`src/core/fp_align_defines.vh`:
```
// Constants for the floating-point add/subtract alignment datapath.
// Included by bare name from every design file of the block.
`ifndef FP_ALIGN_DEFINES_VH
`define FP_ALIGN_DEFINES_VH

// Operand and shift counter widths
`define FRAC_W 35
`define SCALE_W 18
`define CNT_W 6

// Operation codes on the op port
`define OP_ADD 2'h0
`define OP_SUB 2'h1
`define OP_RSUB 2'h2

// Exponent gap beyond which the smaller operand counts as zero
`define GAP_LIMIT 6'h23

// Instruction word: width and index of the rounding request bit
`define INSTR_W 18
`define RND_BIT 14

// One-hot sequencer states
`define ST_W 7
`define ST_IDLE 7'h01
`define ST_FETCH 7'h02
`define ST_ZCHK 7'h04
`define ST_DIFF 7'h08
`define ST_ALIGN 7'h10
`define ST_OPER 7'h20
`define ST_FIX 7'h40

`endif

```
`src/core/fp_add_sub_align.v`:
```
// Floating-point add, subtract and reverse subtract: zero test,
// exponent comparison, mantissa alignment and the operate phase.
// Assumes one synchronous clock; operands are valid with start, and held one cycle longer for reverse subtract.
`timescale 1ns/1ps
`default_nettype none
`include "fp_align_defines.vh"

// Summary of operation
// RULE1 - Reverse subtract: test A minus one, B off; all ones means A zero, skip
// RULE2 - Add or subtract: test zero minus B minus one; all ones means B zero
// RULE3 - Exponent gap above 35: set skip flag, no shifting, go operate
// RULE4 - Otherwise test exponent A minus B minus one; equal means no shifting
// RULE5 - Sign of exponent difference decides which mantissa is aligned
// RULE6 - Shift A on three sign cases, otherwise shift B
// RULE7 - Shifting A: counter loaded with minus difference, counts up to carry
// RULE8 - Shifting B: counter loaded with difference minus one, down to borrow
// RULE9 - When A is shifted, copy exponent B into exponent A
// RULE10 - Time-state generator stopped during shifting, restarted after
// RULE11 - Operate: disable ALU side whose mantissa is zero
// RULE12 - Large gap: disable ALU side of the smaller-exponent operand
// RULE13 - Effective subtract uses A minus B minus one, effective add A plus B
// RULE14 - Omit carry insert when B shifted, rounding, extension bit set
// RULE15 - Subtract overflow: complement sign, two's complement the mantissa
// RULE16 - After overflow, add one unless rounding and extension bit both set
// RULE17 - Rounding choice comes from instruction bit 14
// RULE18 - Reverse subtract moves accumulator into B side before loading
// RULE19 - Skip flag cleared at the start of every alignment phase
module fp_add_sub_align #(
  parameter FW = `FRAC_W,
  parameter EW = `SCALE_W,
  parameter CW = `CNT_W
) (
  input wire clock,
  input wire rst,
  input wire load_acc,
  input wire start,
  input wire [1:0] op,
  input wire [`INSTR_W-1:0] instr_word,
  input wire op_sign,
  input wire [EW-1:0] op_scale,
  input wire [FW-1:0] op_frac,
  output wire [FW-1:0] frac_acc_a,
  output wire [FW-1:0] frac_reg_b,
  output wire [FW-1:0] frac_ext_q,
  output wire [EW-1:0] scale_a,
  output wire [EW-1:0] scale_b,
  output wire sign_a,
  output wire sign_b,
  output wire [FW-1:0] alu_bus,
  output wire align_phase,
  output wire operate_phase,
  output wire ts_run,
  output wire skip_align,
  output wire select_a_shift,
  output wire busy,
  output wire done,
  output wire add_carry
);

  reg [`ST_W-1:0] state_q;
  reg [FW-1:0] frac_a_q;
  reg [FW-1:0] frac_b_q;
  reg [FW-1:0] frac_q_q;
  reg [EW-1:0] scale_a_q;
  reg [EW-1:0] scale_b_q;
  reg sign_a_q;
  reg sign_b_q;
  reg [1:0] op_q;
  reg round_q;
  reg skip_q;
  reg sel_a_q;
  reg a_zero_q;
  reg b_zero_q;
  reg big_gap_q;
  reg done_q;
  reg carry_q;
  reg [FW-1:0] bus_q;

  // ALU: A plus B, or A minus B minus one plus carry insert
  function [FW:0] alu;
    input a_en;
    input b_en;
    input [FW-1:0] a;
    input [FW-1:0] b;
    input sub;
    input cin;
    reg [FW-1:0] ea;
    reg [FW-1:0] eb;
    begin
      ea = a_en ? a : {FW{1'b0}};
      eb = b_en ? b : {FW{1'b0}};
      if (sub) begin
        alu = {1'b0, ea} + {1'b0, ~eb} + {{FW{1'b0}}, cin};
      end else begin
        alu = {1'b0, ea} + {1'b0, eb};
      end
    end
  endfunction

  // Reverse subtract decode, used at start and in the fetch step
  function is_rsub;
    input [1:0] code;
    begin
      is_rsub = (code == `OP_RSUB);
    end
  endfunction

  // One right shift; the spilled bit lands in the top of the extension
  function [2*FW-1:0] shr_spill;
    input [FW-1:0] frac;
    input [FW-1:0] ext;
    begin
      shr_spill = {1'b0, frac[FW-1:1], frac[0], ext[FW-1:1]};
    end
  endfunction

  // Magnitude of a signed difference one bit wider than the exponent
  function [EW:0] mag;
    input [EW:0] v;
    begin
      mag = v[EW] ? (~v + {{EW{1'b0}}, 1'b1}) : v;
    end
  endfunction

  // Sequencer states, one bit each
  localparam [`ST_W-1:0] S_IDLE = `ST_IDLE;
  localparam [`ST_W-1:0] S_FETCH = `ST_FETCH;
  localparam [`ST_W-1:0] S_ZCHK = `ST_ZCHK;
  localparam [`ST_W-1:0] S_DIFF = `ST_DIFF;
  localparam [`ST_W-1:0] S_ALIGN = `ST_ALIGN;
  localparam [`ST_W-1:0] S_OPER = `ST_OPER;
  localparam [`ST_W-1:0] S_FIX = `ST_FIX;

  // Zero tests driven through the ALU in subtract mode
  wire rsub_op = is_rsub(op_q);
  wire [FW:0] ztest = rsub_op ?
    alu(1'b1, 1'b0, frac_a_q, frac_b_q, 1'b1, 1'b0) :
    alu(1'b0, 1'b1, frac_a_q, frac_b_q, 1'b1, 1'b0);
  wire zero_hit = &ztest[FW-1:0];

  // Exponent difference and its sign
  wire [EW-1:0] diff = scale_a_q - scale_b_q;
  wire [EW-1:0] diff_m1 = diff - {{(EW-1){1'b0}}, 1'b1};
  wire scale_diff_sign = diff[EW-1];
  wire [EW:0] wide_diff = {scale_a_q[EW-1], scale_a_q} -
    {scale_b_q[EW-1], scale_b_q};
  wire [EW:0] gap_mag = mag(wide_diff);
  wire gap_big = (gap_mag > {{(EW+1-CW){1'b0}}, `GAP_LIMIT});
  wire scale_eq = &diff_m1;

  // Choice of the mantissa to shift from exponent signs
  wire sa_n = scale_a_q[EW-1];
  wire sb_n = scale_b_q[EW-1];
  wire pick_a = (~sa_n & ~sb_n & scale_diff_sign) | // RULE6
    (sa_n & sb_n & scale_diff_sign) | (sa_n & ~sb_n);

  // Counter set-up: the negative difference itself for A, counted up
  // to the carry; difference minus one for B, counted down to the borrow
  wire [CW-1:0] cnt_load_val = pick_a ? diff[CW-1:0] : // RULE7
    diff_m1[CW-1:0]; // RULE8

  // Shifted mantissa and extension for either side
  wire [2*FW-1:0] shr_a = shr_spill(frac_a_q, frac_q_q);
  wire [2*FW-1:0] shr_b = shr_spill(frac_b_q, frac_q_q);

  wire in_diff = state_q[3];
  wire in_align = state_q[4];
  wire in_oper = state_q[5];
  wire in_fix = state_q[6];
  wire cnt_load = in_diff & ~skip_q & ~gap_big & ~scale_eq;
  wire wrap_up;
  wire wrap_down;
  wire align_end = wrap_up | wrap_down;

  shift_counter #(
    .W(CW)
  ) u_shift_counter (
    .clock(clock),
    .rst(rst),
    .load(cnt_load),
    .load_value(cnt_load_val),
    .step(in_align),
    .count_up(sel_a_q),
    .count(),
    .count_wrap_up(wrap_up),
    .count_wrap_down(wrap_down)
  );

  // Operate-phase decisions
  wire like_signs = (sign_a_q == sign_b_q);
  wire eff_sub = (op_q == `OP_ADD) ? ~like_signs : like_signs; // RULE13
  wire a_side = ~a_zero_q & ~(big_gap_q & sel_a_q); // RULE11 RULE12
  wire b_side = ~b_zero_q & ~(big_gap_q & ~sel_a_q); // RULE11 RULE12
  wire rnd_ext = round_q & frac_q_q[FW-1];
  wire carry_ins = eff_sub & ~(~sel_a_q & rnd_ext); // RULE14
  wire [FW:0] oper_res = alu(a_side, b_side, frac_a_q, frac_b_q,
    eff_sub, carry_ins);
  wire sub_ovf = eff_sub & ~oper_res[FW];
  wire [FW-1:0] fix_val = ~frac_a_q + {{(FW-1){1'b0}}, 1'b1} +
    {{(FW-1){1'b0}}, ~rnd_ext}; // RULE15 RULE16

  assign frac_acc_a = frac_a_q;
  assign frac_reg_b = frac_b_q;
  assign frac_ext_q = frac_q_q;
  assign scale_a = scale_a_q;
  assign scale_b = scale_b_q;
  assign sign_a = sign_a_q;
  assign sign_b = sign_b_q;
  assign alu_bus = bus_q;
  assign align_phase = state_q[2] | state_q[3] | state_q[4];
  assign operate_phase = in_oper | in_fix;
  assign ts_run = ~in_align; // RULE10
  assign skip_align = skip_q;
  assign select_a_shift = sel_a_q;
  assign busy = ~state_q[0];
  assign done = done_q;
  assign add_carry = carry_q;

  always @(posedge clock) begin
    if (rst) begin
      state_q <= `ST_IDLE;
      frac_a_q <= {FW{1'b0}};
      frac_b_q <= {FW{1'b0}};
      frac_q_q <= {FW{1'b0}};
      scale_a_q <= {EW{1'b0}};
      scale_b_q <= {EW{1'b0}};
      sign_a_q <= 1'b0;
      sign_b_q <= 1'b0;
      op_q <= `OP_ADD;
      round_q <= 1'b0;
      skip_q <= 1'b0;
      sel_a_q <= 1'b0;
      a_zero_q <= 1'b0;
      b_zero_q <= 1'b0;
      big_gap_q <= 1'b0;
      done_q <= 1'b0;
      carry_q <= 1'b0;
      bus_q <= {FW{1'b0}};
    end else begin
      done_q <= 1'b0;
      case (state_q)
        S_IDLE: begin
          if (start) begin
            op_q <= op;
            round_q <= instr_word[`RND_BIT]; // RULE17
            carry_q <= 1'b0;
            state_q <= `ST_FETCH;
            if (is_rsub(op)) begin
              // Accumulator moves to the B side first
              frac_b_q <= frac_a_q; // RULE18
              scale_b_q <= scale_a_q; // RULE18
              sign_b_q <= sign_a_q; // RULE18
            end else begin
              frac_b_q <= op_frac;
              scale_b_q <= op_scale;
              sign_b_q <= op_sign;
            end
          end else if (load_acc) begin
            frac_a_q <= op_frac;
            scale_a_q <= op_scale;
            sign_a_q <= op_sign;
          end
        end
        S_FETCH: begin
          if (rsub_op) begin
            frac_a_q <= op_frac; // RULE18
            scale_a_q <= op_scale;
            sign_a_q <= op_sign;
          end
          frac_q_q <= {FW{1'b0}};
          skip_q <= 1'b0; // RULE19
          a_zero_q <= 1'b0;
          b_zero_q <= 1'b0;
          big_gap_q <= 1'b0;
          sel_a_q <= 1'b0;
          state_q <= `ST_ZCHK;
        end
        S_ZCHK: begin
          bus_q <= ztest[FW-1:0];
          if (zero_hit) begin
            skip_q <= 1'b1; // RULE1 RULE2
            if (rsub_op) begin
              a_zero_q <= 1'b1; // RULE1
            end else begin
              b_zero_q <= 1'b1; // RULE2
            end
          end
          state_q <= `ST_DIFF;
        end
        S_DIFF: begin
          bus_q <= {{(FW-EW){diff_m1[EW-1]}}, diff_m1}; // RULE4
          sel_a_q <= pick_a; // RULE5 RULE6
          big_gap_q <= gap_big; // RULE12
          if (skip_q) begin
            state_q <= `ST_OPER;
          end else if (gap_big) begin
            skip_q <= 1'b1; // RULE3
            state_q <= `ST_OPER;
          end else if (scale_eq) begin
            state_q <= `ST_OPER; // RULE4
          end else begin
            if (pick_a) begin
              scale_a_q <= scale_b_q; // RULE9
            end
            state_q <= `ST_ALIGN;
          end
        end
        S_ALIGN: begin
          // Right shift with the spilled bit entering the extension
          if (sel_a_q) begin
            frac_a_q <= shr_a[2*FW-1:FW];
            frac_q_q <= shr_a[FW-1:0];
          end else begin
            frac_b_q <= shr_b[2*FW-1:FW];
            frac_q_q <= shr_b[FW-1:0];
          end
          if (align_end) begin
            state_q <= `ST_OPER; // RULE7 RULE8 RULE10
          end
        end
        S_OPER: begin
          bus_q <= oper_res[FW-1:0];
          frac_a_q <= oper_res[FW-1:0]; // RULE14
          carry_q <= ~eff_sub & oper_res[FW];
          if (sub_ovf) begin
            state_q <= `ST_FIX;
          end else begin
            done_q <= 1'b1;
            state_q <= `ST_IDLE;
          end
        end
        S_FIX: begin
          sign_a_q <= ~sign_a_q; // RULE15
          frac_a_q <= fix_val; // RULE15 RULE16
          bus_q <= fix_val;
          done_q <= 1'b1;
          state_q <= `ST_IDLE;
        end
        default: begin
          state_q <= `ST_IDLE;
        end
      endcase
    end
  end

endmodule // fp_add_sub_align

`default_nettype wire

```
`src/core/shift_counter.v`:
```
// Up/down shift counter with carry and borrow detection.
// Assumes a synchronous active-high reset on the shared clock.
`timescale 1ns/1ps
`default_nettype none
`include "fp_align_defines.vh"

module shift_counter #(
  parameter W = `CNT_W
) (
  input wire clock,
  input wire rst,
  input wire load,
  input wire [W-1:0] load_value,
  input wire step,
  input wire count_up,
  output wire [W-1:0] count,
  output wire count_wrap_up,
  output wire count_wrap_down
);

  reg [W-1:0] count_q;

  assign count = count_q;
  // Carry: all ones stepping up; borrow: all zeros stepping down
  assign count_wrap_up = step & count_up & (&count_q);
  assign count_wrap_down = step & ~count_up & ~(|count_q);

  always @(posedge clock) begin
    if (rst) begin
      count_q <= {W{1'b0}};
    end else if (load) begin
      count_q <= load_value;
    end else if (step) begin
      if (count_up) begin
        count_q <= count_q + {{(W-1){1'b0}}, 1'b1};
      end else begin
        count_q <= count_q - {{(W-1){1'b0}}, 1'b1};
      end
    end
  end

endmodule // shift_counter

`default_nettype wire

```
`config.mk`:
```
export PLATFORM = sky130hd
export DESIGN_NAME = fp_add_sub_align
export DESIGN_NICKNAME = d
export VERILOG_FILES = /design/src/core/fp_add_sub_align.v /design/src/core/shift_counter.v
export VERILOG_INCLUDE_DIRS = /design/src /design/src/core
export SDC_FILE = /design/constraint.sdc
export NUM_CORES = 1
export LEC_CHECK = 0
export BUFFER_PORTS_ARGS = -buffer_cell sky130_fd_sc_hd__buf_2
export CAP_MARGIN = 25
export CORE_MARGIN = 2
export CORE_UTILIZATION = 41
export DETAILED_ROUTE_END_ITERATION = 7
export MAX_ROUTING_LAYER = met4
export PLACE_DENSITY = 0.58
export REMOVE_ABC_BUFFERS = 1
export SETUP_SLACK_MARGIN = 0.2
export SYNTH_ARGS = -nofsm -noshare
export SYNTH_HDL_FRONTEND = slang
export SYNTH_HIERARCHICAL = 1
export SYNTH_SLANG_ARGS = --single-unit
```
`constraint.sdc`:
```
create_clock -name clock -period 10.7 [get_ports clock]
set_clock_uncertainty 0.1 [all_clocks]
set_input_delay 0 -clock clock [delete_from_list [all_inputs] [get_ports clock]]
set_output_delay 0 -clock clock [all_outputs]
set_load 0.02 [all_outputs]
```
Word level (Yosys, flattened, before mapping)
Cells that the tools add are included.
{ "classes": {"add_sub_neg": 12, "mul": 0, "div": 0, "order_cmp": 1, "n_eq_ne": 24, "shift": 0, "muxes": 59, "bitwise_logic": 50, "n_reduce_logical": 26} }
{ "op_table": {"columns": ["op", "n"], "rows": [
  ["two-way mux 35 bit", 11],
  ["case mux 35 bit (5 select lines)", 1],
  ["two-way mux 18 bit", 8],
  ["case mux 35 bit (2 select lines)", 2],
  ["case mux 35 bit (4 select lines)", 1],
  ["NOT 35 bit", 3],
  ["adder 35 x 35 -> 36 bit", 2],
  ["case mux 18 bit (3 select lines)", 1],
  ["two-way mux 6 bit", 7],
  ["case mux 7 bit (6 select lines)", 1],
  ["adder 36 x 1 -> 36 bit", 1],
  ["two-way mux 36 bit", 1],
  ["adder 35 x 1 -> 35 bit", 1],
  ["adder 35 x 1 -> 35 bit (second input constant)", 1],
  ["adder 35 bit (second input constant)", 1],
  ["AND reduction 35 bit", 1],
  ["inequality test 2 bit (second input constant)", 14],
  ["AND 1 bit", 21],
  ["two-way mux 7 bit", 3],
  ["adder 19 x 1 -> 19 bit (second input constant)", 1],
  ["> comparator 19 x 6 -> 1 bit (second input constant)", 1],
  ["two-way mux 19 bit", 1],
  ["NOT 1 bit", 19],
  ["NOT 19 bit", 1],
  ["other kinds (31)", 68]
]} }
{ "totals": {"regBits": 201, "latch_bits": 0, "mem_bits_rw": 0, "mem_bits_ro": 0, "wordCells": 191, "memories": 0} }

Logic depth before layout (Yosys ltp)
Gate-level depths: netlist (run 1).
{ "depth": {"ltp_word": 13, "mapped_depth": 22, "mapped_depth_nobuf": 20} }

Cells and area by module
Netlist (run 1), hierarchy kept.
{ "modules_own_cells": {"columns": ["module", "instances", "cells_each", "area_each_um2", "seq_area_each_um2"], "rows": [
  ["fp_add_sub_align", 1, 2403, 17180.2, 3903.7],
  ["shift_counter", 1, 58, 483.0, 120.1]
]} }

Worst setup path after synthesis (run 1)
Ideal clock, no wire load.
{ "synth_timing": {"kind": "reg-to-reg", "from": "register scale_b_q[1] (netlist: scale_b[1])", "to": "register u_shift_counter.count_q[4] (netlist: u_shift_counter/count[4])", "setup_ns": 0.124, "arrival_time_ns": 4.648, "required_time_ns": 10.476, "slack_ns": 5.828, "stages_incl_launch_ff": 22, "synth_period_minus_slack_ns": 4.872, "cell_sequence": "dfxtp_1 inv_1 ha_1 nor2b_1 o221a_2 o21ai_0 a31oi_1 o32ai_1 o21bai_1 a21oi_1 fa_1 inv_1 nand2b_1 or4_1 o22a_1 and2_4 nand3b_1 nor3_1 buf_1 nor3b_1 a21oi_1 a31oi_1"} }
{ "synth_between": {"elab_chain_cells": 9} }
{ "synth_rtl": {"columns": ["element", "line", "rtl"], "rows": [
  ["from (decl)", "fp_add_sub_align.v:65", "reg [EW-1:0] scale_b_q;"],
  ["from (signal assigned)", "fp_add_sub_align.v:226", "scale_b_q <= {EW{1'b0}};"],
  ["from (signal assigned)", "fp_add_sub_align.v:251", "scale_b_q <= scale_a_q;"],
  ["from (signal assigned)", "fp_add_sub_align.v:255", "scale_b_q <= op_scale;"],
  ["subtractor 18 x 18 -> 19 bit", "fp_add_sub_align.v:145", "wire [EW:0] wide_diff = {scale_a_q[EW-1], scale_a_q} -"],
  ["NOT 19 bit", "fp_add_sub_align.v:121", "mag = v[EW] ? (~v + {{EW{1'b0}}, 1'b1}) : v;"],
  ["adder 19 x 1 -> 19 bit", "fp_add_sub_align.v:121", null],
  ["two-way mux 19 bit", "fp_add_sub_align.v:121", null],
  ["> comparator 19 x 6 -> 1 bit", "fp_add_sub_align.v:148", "wire gap_big = (gap_mag > {{(EW+1-CW){1'b0}}, `GAP_LIMIT});"],
  ["NOT 1 bit", "fp_add_sub_align.v:170", "wire cnt_load = in_diff & ~skip_q & ~gap_big & ~scale_eq;"],
  ["AND 1 bit", "fp_add_sub_align.v:170", null],
  ["AND 1 bit (*)", "fp_add_sub_align.v:170", null],
  ["net cnt_load", "fp_add_sub_align.v:170", null],
  ["two-way mux 6 bit or nonzero test 2 bit (tied branches)", null, null],
  ["to (signal assigned)", "shift_counter.v:30", "count_q <= {W{1'b0}};"],
  ["to (signal assigned)", "shift_counter.v:32", "count_q <= load_value;"],
  ["to (signal assigned)", "shift_counter.v:35", "count_q <= count_q + {{(W-1){1'b0}}, 1'b1};"],
  ["to (decl)", "shift_counter.v:21", "reg [W-1:0] count_q;"]
]} }
The timed path passes the listed nets; every way through them passes the cells marked *.
A chain may end at the register's enable or synchronous reset.

Final worst setup path (run 1)
{ "layout_timing": {"from": "register scale_b_q[1] (netlist: scale_b[1])", "to": "register scale_a_q[17] (netlist: scale_a[17])"} }
{ "layout_between": {"elab_chain_cells": 7} }
{ "layout_rtl": {"columns": ["element", "line", "rtl"], "rows": [
  ["subtractor 18 x 18 -> 19 bit", "fp_add_sub_align.v:145", null],
  ["NOT 19 bit", "fp_add_sub_align.v:121", null],
  ["adder 19 x 1 -> 19 bit", "fp_add_sub_align.v:121", null],
  ["two-way mux 19 bit", "fp_add_sub_align.v:121", null],
  ["> comparator 19 x 6 -> 1 bit", "fp_add_sub_align.v:148", null],
  ["inequality test 2 bit (no line)", null, null],
  ["AND reduction 8 bit (no line) (*)", null, null],
  ["to (signal assigned)", "fp_add_sub_align.v:225", "scale_a_q <= {EW{1'b0}};"],
  ["to (signal assigned)", "fp_add_sub_align.v:260", "scale_a_q <= op_scale;"],
  ["to (signal assigned)", "fp_add_sub_align.v:267", "scale_a_q <= op_scale;"],
  ["to (decl)", "fp_add_sub_align.v:64", "reg [EW-1:0] scale_a_q;"]
]} }
Mark *: on every way between the ends. The rest lies on a longest branch, timed or not.

==> summary by stage, run 1 <==
Status
The run finished with clean final reports.

Power
For this design the static power due to leakage is between 0.009 and 0.01 µW. Power spread over the standard cell area amounts to 173 nW/µm². VDD sags by at most 0.120 mV.

Placed design
Detailed placement finished with a half-perimeter wire length of 48600 µm. The congestion estimate from routability-driven global placement came to 0.998. Input and output buffers added on the ports amount to ~250. The placed instances occupy a cell area of 19200 µm².

STA
Setup violations remaining at the end of the flow were counted as 0. The transition time at the pin with the least slew margin is 1030 ps. The worst path in the final design needs a cycle of 6070 ps, including I/O delays and setup. The fraction of the cycle the final worst path needs is 0.567. Setup repair after global routing left no endpoint under its margin.

Across all hold checks on the routed design, the worst slack comes to roughly 65 ps. Summed over all failing endpoints, the final setup total negative slack is 0 ps. The worst pin sits at a relative slew slack of 0.314. The count of pins over their slew limit came to 0.

The final count of hold timing violations is 0. Derived from the worst setup path, the maximum achievable clock frequency is 165 MHz.

Clocking
The clock tree from TritonCTS is built. The total setup buffers inserted after CTS is 0. The worst-case clock buffer depth is 3.

In this run the number of H-tree levels came out at 1. CTS saw around 200 sinks. The clock insertion delay at the later pin of the skew report is 570 ps.

The tree is rooted in a clkbuf_16. Post-CTS repair changed the size of 0 cells. The number of clock buffers added by TritonCTS is 26.

Clock-pin slew was measured on the worst setup and hold paths at 60 ps.

Synth
In the synthesized netlist the dominant register cell turns out to be dfxtp_1. Of all flip-flops after synthesis, the portion carrying an async set or reset was 0. Counting flops with a built-in enable in the synthesized netlist gives 0. The share of the synthesized area in the top cell type is 0.228. The average footprint of a synthesized cell is 7.18 µm².

Sorting the synthesized cells by area gives the leading types as dfxtp_1, ha_1, a21oi_1. After synthesis the cells add up to around 18000 µm². The distinct cell type count of the synthesized netlist is 97. The most instantiated library cell after synthesis is nor2_1. The Yosys step of the flow raised 6 warnings. In the synthesized netlist, the cells that appear most often are nor2_1, a21oi_1, nand2_1.

The library cell occupying the most area in the post-synthesis netlist is dfxtp_1. The number of synthesized register bits is 201. The fraction of the yosys area taken by sequential cells is 0.228. The cell count after synthesis is 2461.

Finish
In the final layout, the share of cells above drive strength 1 is 0.142. Compared with the post-synthesis result, the final layout area differs by 17.5%. The finished cells cover around 21000 µm².

Counting the fill cells in the layout gives approximately 4300. The number of nets in the layout is ~2800.

Critical path
In this run the worst path has a maximum fanout of 18. The startpoint identified for the worst register-to-register timing path is scale_b[1]. The startpoint of the most critical setup path is scale_b[1]. The type of the worst setup path is flip-flop to flip-flop. For the worst setup path, the data required time is between 10000 and 15000 ps. Data arrives at the worst endpoint at 6430 ps. For this run, the slowest stage of the critical path takes 580 ps. The critical path endpoint category is a flip-flop. For this design, the slowest cell found on the critical path is nand4b_2. Walking the worst path, the cells encountered are inv_1, ha_1, or2_1, o221a_2, o21ai_0, a31oi_1, o32ai_1, o21bai_1, a21oi_1, fa_1, inv_1, nand2b_1, or4_1, o22a_1, a2111oi_1, nand4b_2, nand3_1, a31oi_1, dlygate4sd3_1.

The startpoint class of the critical path is a flip-flop. The depth of the most critical reg-to-reg path is 19.

Route
The detailed-route wire length is just under 70000 µm. The violation count after the first detailed-route iteration is approximately 1500. The number of remaining DRC errors is 0. Dividing the detail-routed via count by the number of cells gives 6.05. The number of antenna-violating nets in the routed design is 0. The first-pass iteration count of the detailed router is 5. In the final routed layout, each cell accounts on average for 21.3 µm. The total number of vias is approximately 19000.

Global routing
The total overflow reported by the global router is 0. The number of global-route vias before repair was 17900. The first global-routing pass estimated 104000 µm of wire. Entering global routing, the biggest net connects 74 pins. The initial antenna violation count is 1. The total track usage is 0.302.

Worst hold path
The startpoint identified for the worst hold timing path is load_acc. The class of the most critical hold timing path is input pin to flip-flop. The count of cells along the worst hold path is 5.

Die
The die boundary height is 212 µm. In this run the standard cell core region covers 42800 µm². The initial utilization of the core area, before any placement, comes to 0.413. In this run the core area contains 76 standard-cell rows. The die is around 210 µm wide. The overall die area is 44800 µm². 264 I/O pins were placed.

Job
The count of maximum capacitance violations is 0.
## layout by cell type, fill, tap and decap left out, types with 72 or more instances in the layout
| cell | n |
|---|---|
| nor2_1 | 300 |
| buf_2 | 245 |
| a21oi_1 | 236 |
| nand2_1 | 221 |
| dfxtp_1 | 201 |
| inv_1 | 116 |
| o21ai_0 | 106 |
| ha_1 | 97 |
| xnor2_1 | 81 |
| a211oi_1 | 72 |
## final timing paths
| check | endpoint | slack [ps] |
|---|---|---|
| worst max register to register | scale_a[17] | 4630 |
| worst max-delay path | scale_a[17] | 4630 |
| worst min register to register | alu_bus[27] | 370 |
| worst min-delay path | sign_a | 70 |
## through the flow
step	setup slack (ps)	power, µW	utilization	cells
3_5_place_dp	5120	2580	0.448	3091
4_1_cts	4700	3570	0.485	3202
6_report	4630	3580	0.485	3205
5_1_grt	4170	3800	0.485	3204
3_3_place_gp	5170	2560	0.448	3091
2_1_floorplan	4740	2110	-	2263
## flip-flops by register name, indices dropped and copies added (netlist names), 2 cells and up
name / cells
state_q: 7
frac_acc_a: 35
scale_b: 18
scale_a: 18
frac_reg_b: 35
alu_bus: 35
u_shift_counter/count: 6
frac_ext_q: 35
op_q: 2
## layer usage
layer,vias up,wire (µm),GRT usage
met3,124,5020,0.0411
met1,9209,30900,0.413
met2,813,29700,0.459
met4,0,2530,0.101
met5,-,0,-
li1,9234,-,-
## critical path, delay by kind of cell, from the launching register on
family / cells / cell delay, ps
compound gates: 9 / 2360
fa+ha+maj: 2 / 700
flops: 1 / 420
simple gates: 5 / 1580
buf+inv: 3 / 790
## power breakdown
part	internal, µW	switching (µW)	total [µW]
sequential	797	98.8	896
clock	590	370	960
combinational	656	1070	1730
total	2040	1540	3580
## layout make-up
cell class / count / area, µm² / share of cell area
Inverter: 116 / 435 / 0.0210
Timing Repair Buffer: 347 / 2160 / 0.104
Clock buffer: 38 / 766 / 0.0369
Multi-Input combinational cell: 1946 / 12500 / 0.604
Antenna cell: 2 / 5.00 / 0.000241
Sequential cell: 201 / 4020 / 0.194
Tap cell: 546 / 683 / 0.0329
Clock inverter: 9 / 163 / 0.00783
## kinds of logic after synthesis
family,synth area share
DFF,0.228
xor gates and xnor gates,0.0653
AOI/OAI and AO/OA,0.280
and+or+nand+nor,0.241
muxes,0.0411
adders and majority gates,0.0755
buffers and inverters,0.0687
## repair_timing
| action | in CTS | in global routing |
|---|---|---|
| hold buffers | 64 | 0 |
| setup endpoints to repair | 0 | 0 |
| hold endpoints to repair | 153 | 0 |
Note: power is estimated with default switching activity, not from simulation.
==> inputs of run 2 (changes only) <==
==> constraint.sdc (replaced) <==
create_clock -name clock -period 6.1 [get_ports clock]
set_clock_uncertainty 0.1 [all_clocks]
set_input_delay 0 -clock clock [delete_from_list [all_inputs] [get_ports clock]]
set_output_delay 0 -clock clock [all_outputs]
set_load 0.02 [all_outputs]
==> run 2 against run 1 <==
Clock-buffer cell count is 1 lower. Fmax is 13% higher. Sequential share of layout area hardly changed. Worst hold slack better by 4.8 ps. Critical path depth is 1 lower. Utilization hardly changed. Non-clock buffer count is 11 higher. Critical endpoint is now scale_a[4].
==> summary by stage, run 2 (same netlist as run 1, synthesis figures left out) <==
Clocking
The number of clock sinks is 201 (unchanged). The clock buffer count from CTS came to 26 (unchanged). The clock tree from TritonCTS is built (unchanged). The total setup buffers inserted after CTS is 0 (unchanged). The root buffer cell is clkbuf_16 (unchanged).

The worst-case clock buffer depth came to 3 (unchanged). The clock transition at the register clock pins on the worst setup and hold paths after CTS was 60 ps (about the same). The number of H-tree levels is 1 (unchanged).

The clock insertion delay at the later pin of the skew report is 580 ps (was 570 ps).

STA
The relative slew slack is 0.296 (was 0.314). The fraction of the cycle the final worst path needs is 0.879 (was 0.567). The final count of hold timing violations is 0 (unchanged).

RSZ-0062 raised after global routing: no (unchanged). The setup violation total in the final timing report was 0 (unchanged). The post-layout minimum cycle time is 5360 ps (was 6070 ps).

The setup TNS is 0 ps (unchanged). The final hold slack is 70.2 ps (was 65.4 ps). The timing-limited maximum frequency is 186 MHz (was 165 MHz). The transition time at the pin with the least slew margin is 1050 ps (was 1030 ps). The count of pins over their slew limit is 0 (unchanged).

Worst hold path
The count of cells along the worst hold path came to 5 (unchanged). The class of the most critical hold timing path is input pin to flip-flop (unchanged).

Critical path
The number of buffer and inverter instances along the worst setup path came to 2 (was 3). The longest individual stage delay on the worst path is 540 ps (was 580 ps). The kind of cell adding the most delay to the critical path is compound AO/OA/AOI/OAI gates (unchanged).

The critical path endpoint category is a flip-flop (unchanged). The endpoint required time on the critical path is 6430 ps (was 11060 ps). The startpoint of the worst-slack reg-to-reg timing path was scale_b[1] (unchanged). The end of the worst register-to-register path is scale_a[4] (was scale_a[17]). List of cells traversed by the critical path: inv_1, ha_1, nor2b_1, o221a_2, o21ai_0, a31oi_1, o32ai_1, o21bai_1, a21oi_1, fa_1, inv_1, nand2b_1, or4_1, o22a_1, a2111oi_1, nand4b_4, nand3_1, a31oi_1 (was inv_1, ha_1, or2_1, o221a_2, o21ai_0, a31oi_1, o32ai_1, o21bai_1, a21oi_1, fa_1, inv_1, nand2b_1, or4_1, o22a_1, a2111oi_1, nand4b_2, nand3_1, a31oi_1, dlygate4sd3_1). The startpoint of the most critical setup path is scale_b[1] (unchanged).

The arrival time of data at the critical path endpoint is 5690 ps (was 6430 ps). The standard cell with the maximum stage delay on the critical path was o32ai_1 (was nand4b_2). The maximum fanout encountered on the critical timing path came to 18 (unchanged). The setup slack of the worst register-to-register path came to 740 ps (was 4630 ps). The depth of the most critical reg-to-reg path came to 18 (was 19). The type of the worst setup path is flip-flop to flip-flop (unchanged). The endpoint of the most critical setup path is scale_a[4] (was scale_a[17]). The startpoint class of the critical path is a flip-flop (unchanged).

The total stage count of the critical path came to 18 (was 19).

Power
The portion of total power attributed to combinational logic is 0.498 (was 0.482). The static leakage is 0.00921 µW (was 0.00920 µW). The power dissipated by switching net loads was 2710 µW (was 1540 µW).

The power share of the sequential group is 0.255 (was 0.250). The clock share of power is 0.247 (was 0.268). The switching share of total power is 0.442 (was 0.430).

The total power draw is 6140 µW (was 3580 µW). The power per cell area came to 296 nW/µm² (was 173 nW/µm²). The maximum vdd ir drop is 0.218 mV (was 0.120 mV). The cell internal power dissipation was 3430 µW (was 2040 µW).

Die
The number of ports placed on the die boundary is 264 (unchanged). The effective utilization at floorplan is 0.413 (unchanged). The die boundary height is 212 µm (unchanged). The width of the die is 212 µm (unchanged).

The overall die area is 44800 µm² (unchanged). The number of rows in the core area is 76 (unchanged). The area of the core is 42800 µm² (unchanged).

Route
The detailed-route wire length is 68800 µm (was 68200 µm). The wire length per cell after detailed routing came to 21.4 µm (was 21.3 µm). The first-pass iteration count of the detailed router is 7 (was 5). The number of antenna-violating nets in the routed design was 0 (unchanged). The violation count after the first detailed-route iteration is 1597 (was 1540). The total number of vias was 19400 (about the same). The number of remaining DRC errors is 0 (unchanged). The detailed-route vias per instance is 6.04 (was 6.05).

Global routing
The largest net degree at the start of global routing is 77 (was 74). The number of global-route vias before repair was 18000 (was 17900). The total track usage came to 0.308 (was 0.302). The initial antenna violation count came to 1 (unchanged). The total overflow reported by the global router is 0 (unchanged).

The wire length of the first global-routing pass is 106000 µm (was 104000 µm).

Finish
The area growth from synthesis to layout is 17.5% (about the same). The count of fill cells added during filler insertion is 4370 (was 4312). The number of nets in the layout came to 2830 (was 2819). Commonest cells after routing, fill and taps aside: nor2_1, buf_2, a21oi_1, nand2_1, dfxtp_1 (unchanged).

The fraction of layout cells with a size suffix above 1 was 0.145 (was 0.142). The most common cell after layout, fill and taps aside is nor2_1 (unchanged).

Placed design
The final estimated routing congestion in global placement is 1.03 (was 0.998). The quantity of I/O buffers inserted on ports was 246 (unchanged). The post-detailed-placement half-perimeter wirelength came to 49500 µm (was 48600 µm).

Status
Run status: complete, no violations (unchanged).

Job
The count of maximum capacitance violations was 0 (unchanged).
-- run 2: cell count changes in the layout (fill, tap and decap cells not counted), sizes merged --
| cell | change |
|---|---|
| buf | +13 |
| clkbuf | -1 |
| clkinv | +2 |
| diode | -1 |
| bufinv | -3 |
| dlygate4sd3 | -2 |
-- run 2: how the worst min path moves through the flow --
stage	from	to	slack, ps
final	load_acc	sign_a	70
after global placement	op[0]	op_q[0]	160
after floorplan	rst	alu_bus[0]	-30
after detailed placement	op[0]	op_q[0]	170
after CTS	load_acc	sign_a	50
after global routing	load_acc	sign_a	110
-- run 2: area by class of cell --
type / instances / area (µm²) / share of cell area
antenna: 1 / 2.50 / 0.000121
clock buffer: 37 / 732 / 0.0353
clock inverter: 8 / 86.3 / 0.00416
inverter: 116 / 435 / 0.0210
multi-input combinational: 1946 / 12500 / 0.604
sequential: 201 / 4020 / 0.194
tap: 546 / 683 / 0.0329
timing repair buffer: 358 / 2250 / 0.108
-- run 2: stage by stage --
stage,utilization,cell area [µm²],instances,setup slack (ps)
after detailed placement,0.451,19300,3105,564
after global routing,0.485,20700,3213,280
after global placement,0.451,19300,3105,776
after CTS,0.485,20700,3212,533
after floorplan,-,16900,2263,145
final,0.485,20700,3213,735
-- run 2: power by group through the flow --
stage                     Clock, µW  Combinational (µW)  Sequential (µW)
after floorplan                   0                2070             1640
after global placement            0                2940             1590
after global routing           1600                3350             1580
final                          1520                3060             1570
after detailed placement          0                2960             1590
after CTS                      1550                3010             1560
-- run 2: what timing repair did --
item	4_1_cts	5_1_grt
resized for setup	0	1
hold buffers	62	0
endpoints found under the setup margin	0	18
endpoints found under the hold margin	154	0
-- run 2: worst reg2reg max path, cell delays in order (launching register included) --
cell and delay, ps:
dfxtp_1 410, inv_1 70, ha_1 270, nor2b_1 160, o221a_2 310, o21ai_0 290, a31oi_1 140, o32ai_1 540
o21bai_1 130, a21oi_1 200, fa_1 510, inv_1 140, nand2b_1 80, or4_1 400, o22a_1 210, a2111oi_1 540
nand4b_4 420, nand3_1 230, a31oi_1 100
-- run 2: layer usage --
metal  vias up  wire length, µm  track usage
met5         -                0            -
met2       763            30500        0.475
li1       9249                -            -
met3       107             5230       0.0444
met1      9282            31000        0.417
met4         0             2000       0.0932
==> inputs of run 3 (changes only) <==
--- a/config.mk
+++ b/config.mk
@@ -6,7 +6,7 @@
 export SDC_FILE = /design/constraint.sdc
 export NUM_CORES = 1
 export LEC_CHECK = 0
-export BUFFER_PORTS_ARGS = -buffer_cell sky130_fd_sc_hd__buf_2
+export BUFFER_PORTS_ARGS = -buffer_cell sky130_fd_sc_hd__buf_4
 export CAP_MARGIN = 25
 export CORE_MARGIN = 2
 export CORE_UTILIZATION = 41
==> run 3 against run 2 <==
Via count about the same. Clock power is 14% higher. Non-clock buffer count is the same. Final cell count is 0.16% higher. Register-to-register slack worse by 90 ps. Design area increased by 3.5%. Total power increased by 4.6%. Global-route usage rose by 0.35 points. Largest power group unchanged. Highest routed layer unchanged.
==> summary by stage, run 3 (same netlist as run 1, synthesis figures left out) <==
Job
The count of maximum capacitance violations was 0 (unchanged).

Clocking
The number of clock sinks is 201 (unchanged). The clock transition at the register clock pins on the worst setup and hold paths after CTS was 60 ps (about the same). The worst-case clock buffer depth was 3 (unchanged). The root buffer cell is clkbuf_16 (unchanged).

The clock tree from TritonCTS is built (unchanged). The clock buffer count from CTS came to 27 (was 26). The number of H-tree levels is 1 (unchanged). The clock insertion delay at the later pin of the skew report came to 590 ps (was 580 ps).

STA
The relative slew slack is 0.318 (was 0.296). The setup violation total in the final timing report came to 0 (unchanged). The count of pins over their slew limit was 0 (unchanged).

The transition time at the pin with the least slew margin came to 1020 ps (was 1050 ps). The final setup slack of the worst path is 648 ps (was 735 ps). The final count of hold timing violations is 0 (unchanged). RSZ-0062 raised after global routing: no (unchanged).

The post-layout minimum cycle time is 5450 ps (was 5360 ps). The timing-limited maximum frequency is 183 MHz (was 186 MHz). The setup TNS is 0 ps (unchanged). The fraction of the cycle the final worst path needs is 0.894 (was 0.879).

Route
The number of remaining DRC errors is 0 (unchanged). The violation count after the first detailed-route iteration came to 1597 (unchanged). The wire length on met1 was 31800 µm (was 31000 µm). The length of routed met3 wiring came to 4990 µm (was 5230 µm). The number of antenna-violating nets in the routed design is 0 (unchanged). The routed wire length on met2 is 30700 µm (was 30500 µm).

The wire length per cell after detailed routing is 21.7 µm (was 21.4 µm). The detailed-route vias per instance is 6.03 (was 6.04). The total number of vias came to 19400 (about the same). The top routing layer in use is met4 (unchanged). The detailed-route wire length is 69700 µm (was 68800 µm). The first-pass iteration count of the detailed router came to 7 (unchanged).

Power
The maximum vdd ir drop is 0.208 mV (was 0.218 mV). The static leakage is 0.00933 µW (was 0.00921 µW). The power per cell area came to 299 nW/µm² (was 296 nW/µm²).

Die
The overall die area is 44800 µm² (unchanged). The width of the die is 212 µm (unchanged). The number of rows in the core area was 76 (unchanged). The die boundary height is 212 µm (unchanged). The area of the core is 42800 µm² (unchanged).

The number of ports placed on the die boundary is 264 (unchanged). The effective utilization at floorplan is 0.413 (unchanged).

Placed design
The post-detailed-placement half-perimeter wirelength is 50500 µm (was 49500 µm). The worst setup slack after placement came to 623 ps (was 564 ps). The final estimated routing congestion in global placement was 0.946 (was 1.03).

The quantity of I/O buffers inserted on ports is 246 (unchanged).

Critical path
The startpoint of the most critical setup path is scale_b[1] (unchanged). The startpoint class of the critical path is a flip-flop (unchanged). The startpoint of the worst-slack reg-to-reg timing path is scale_b[1] (unchanged).

The critical path endpoint category was a flip-flop (unchanged). The maximum fanout encountered on the critical timing path is 18 (unchanged). The arrival time of data at the critical path endpoint was 5790 ps (was 5690 ps). The endpoint required time on the critical path came to 6440 ps (was 6430 ps). The type of the worst setup path is flip-flop to flip-flop (unchanged).

Finish
The area growth from synthesis to layout is 21.6% (was 17.5%). The number of nets in the layout is 2831 (was 2830). The fraction of layout cells with a size suffix above 1 is 0.148 (was 0.145). The count of fill cells added during filler insertion is 4310 (was 4370). The area taken by flip-flops and latches is 4020 µm² (unchanged). The multi-input logic area is 12500 µm² (about the same). The most common cell after layout, fill and taps aside is nor2_1 (unchanged). Commonest cells after routing, fill and taps aside: nor2_1, buf_4, a21oi_1, nand2_1, dfxtp_1 (was nor2_1, buf_2, a21oi_1, nand2_1, dfxtp_1).

Global routing
The number of global-route vias before repair is 18300 (was 18000). The total overflow reported by the global router is 0 (unchanged). The wire length of the first global-routing pass was 107000 µm (was 106000 µm). The initial antenna violation count is 0 (was 1). The total track usage was 0.311 (was 0.308).

The largest net degree at the start of global routing is 72 (was 77).

Worst hold path
The class of the most critical hold timing path is input pin to flip-flop (unchanged). The hold path startpoint is load_acc (unchanged).

Status
Run status: complete, no violations (unchanged).
## run 3: per-stage QoR
stage	cells	util	cell area (µm²)	hold WS (ps)	total power [µW]
6_report	3218	0.502	21500	55.8	6430
5_1_grt	3217	0.502	21500	81.8	6820
4_1_cts	3217	0.502	21500	25.6	6420
3_5_place_dp	3105	0.465	19900	171	4630
3_3_place_gp	3105	0.465	19900	161	4610
2_1_floorplan	2263	-	16900	-30.9	3700
## run 3: routing by layer
layer  vias to the layer above  global-route usage
li1                       9276                   -
met1                      9285               0.422
met2                       725               0.472
met3                       110              0.0493
met4                         0               0.104
met5                         -                   -
## run 3: final timing paths
check	endpoint	slack (ps)	cells past startpoint
worst max-delay path	scale_a[2]	650	18
worst min-delay path	sign_a	60	5
worst max register to register	scale_a[2]	650	18
worst min register to register	alu_bus[27]	370	2
## run 3: timing repair
action                                 in CTS  in global routing
resized for setup                           0                  1
setup buffers                               0                  0
endpoints found under the hold margin     158                  0
hold buffers                               62                  0
setup endpoints to repair                   0                 17
## run 3: power breakdown
group / switching [µW] / internal (µW) / total, µW / leakage [µW]
Clock: 685 / 1050 / 1730 / 0.000464
Combinational: 1930 / 1210 / 3140 / 0.00723
Sequential: 159 / 1400 / 1560 / 0.00164
## run 3: area by class of cell
| class | instances | share of cell area |
|---|---|---|
| Sequential cell | 201 | 0.187 |
| Tap cell | 546 | 0.0318 |
| Clock inverter | 14 | 0.00915 |
| Clock buffer | 36 | 0.0354 |
| Antenna cell | 1 | 0.000117 |
| Inverter | 116 | 0.0203 |
| Timing Repair Buffer | 358 | 0.133 |
| Multi-Input combinational cell | 1946 | 0.583 |
## run 3: critical path, stage by stage, from the launching register on
cell,delay [ps]
dfxtp_1,420
inv_1,70
ha_1,190
or2_1,250
o221a_2,300
o21ai_0,290
a31oi_1,150
o32ai_1,530
o21bai_1,120
a21oi_1,200
fa_1,490
inv_1,140
nand2b_1,80
or4_1,400
o22a_1,220
a2111oi_1,580
nand4b_4,420
nand3_1,230
a31oi_1,100
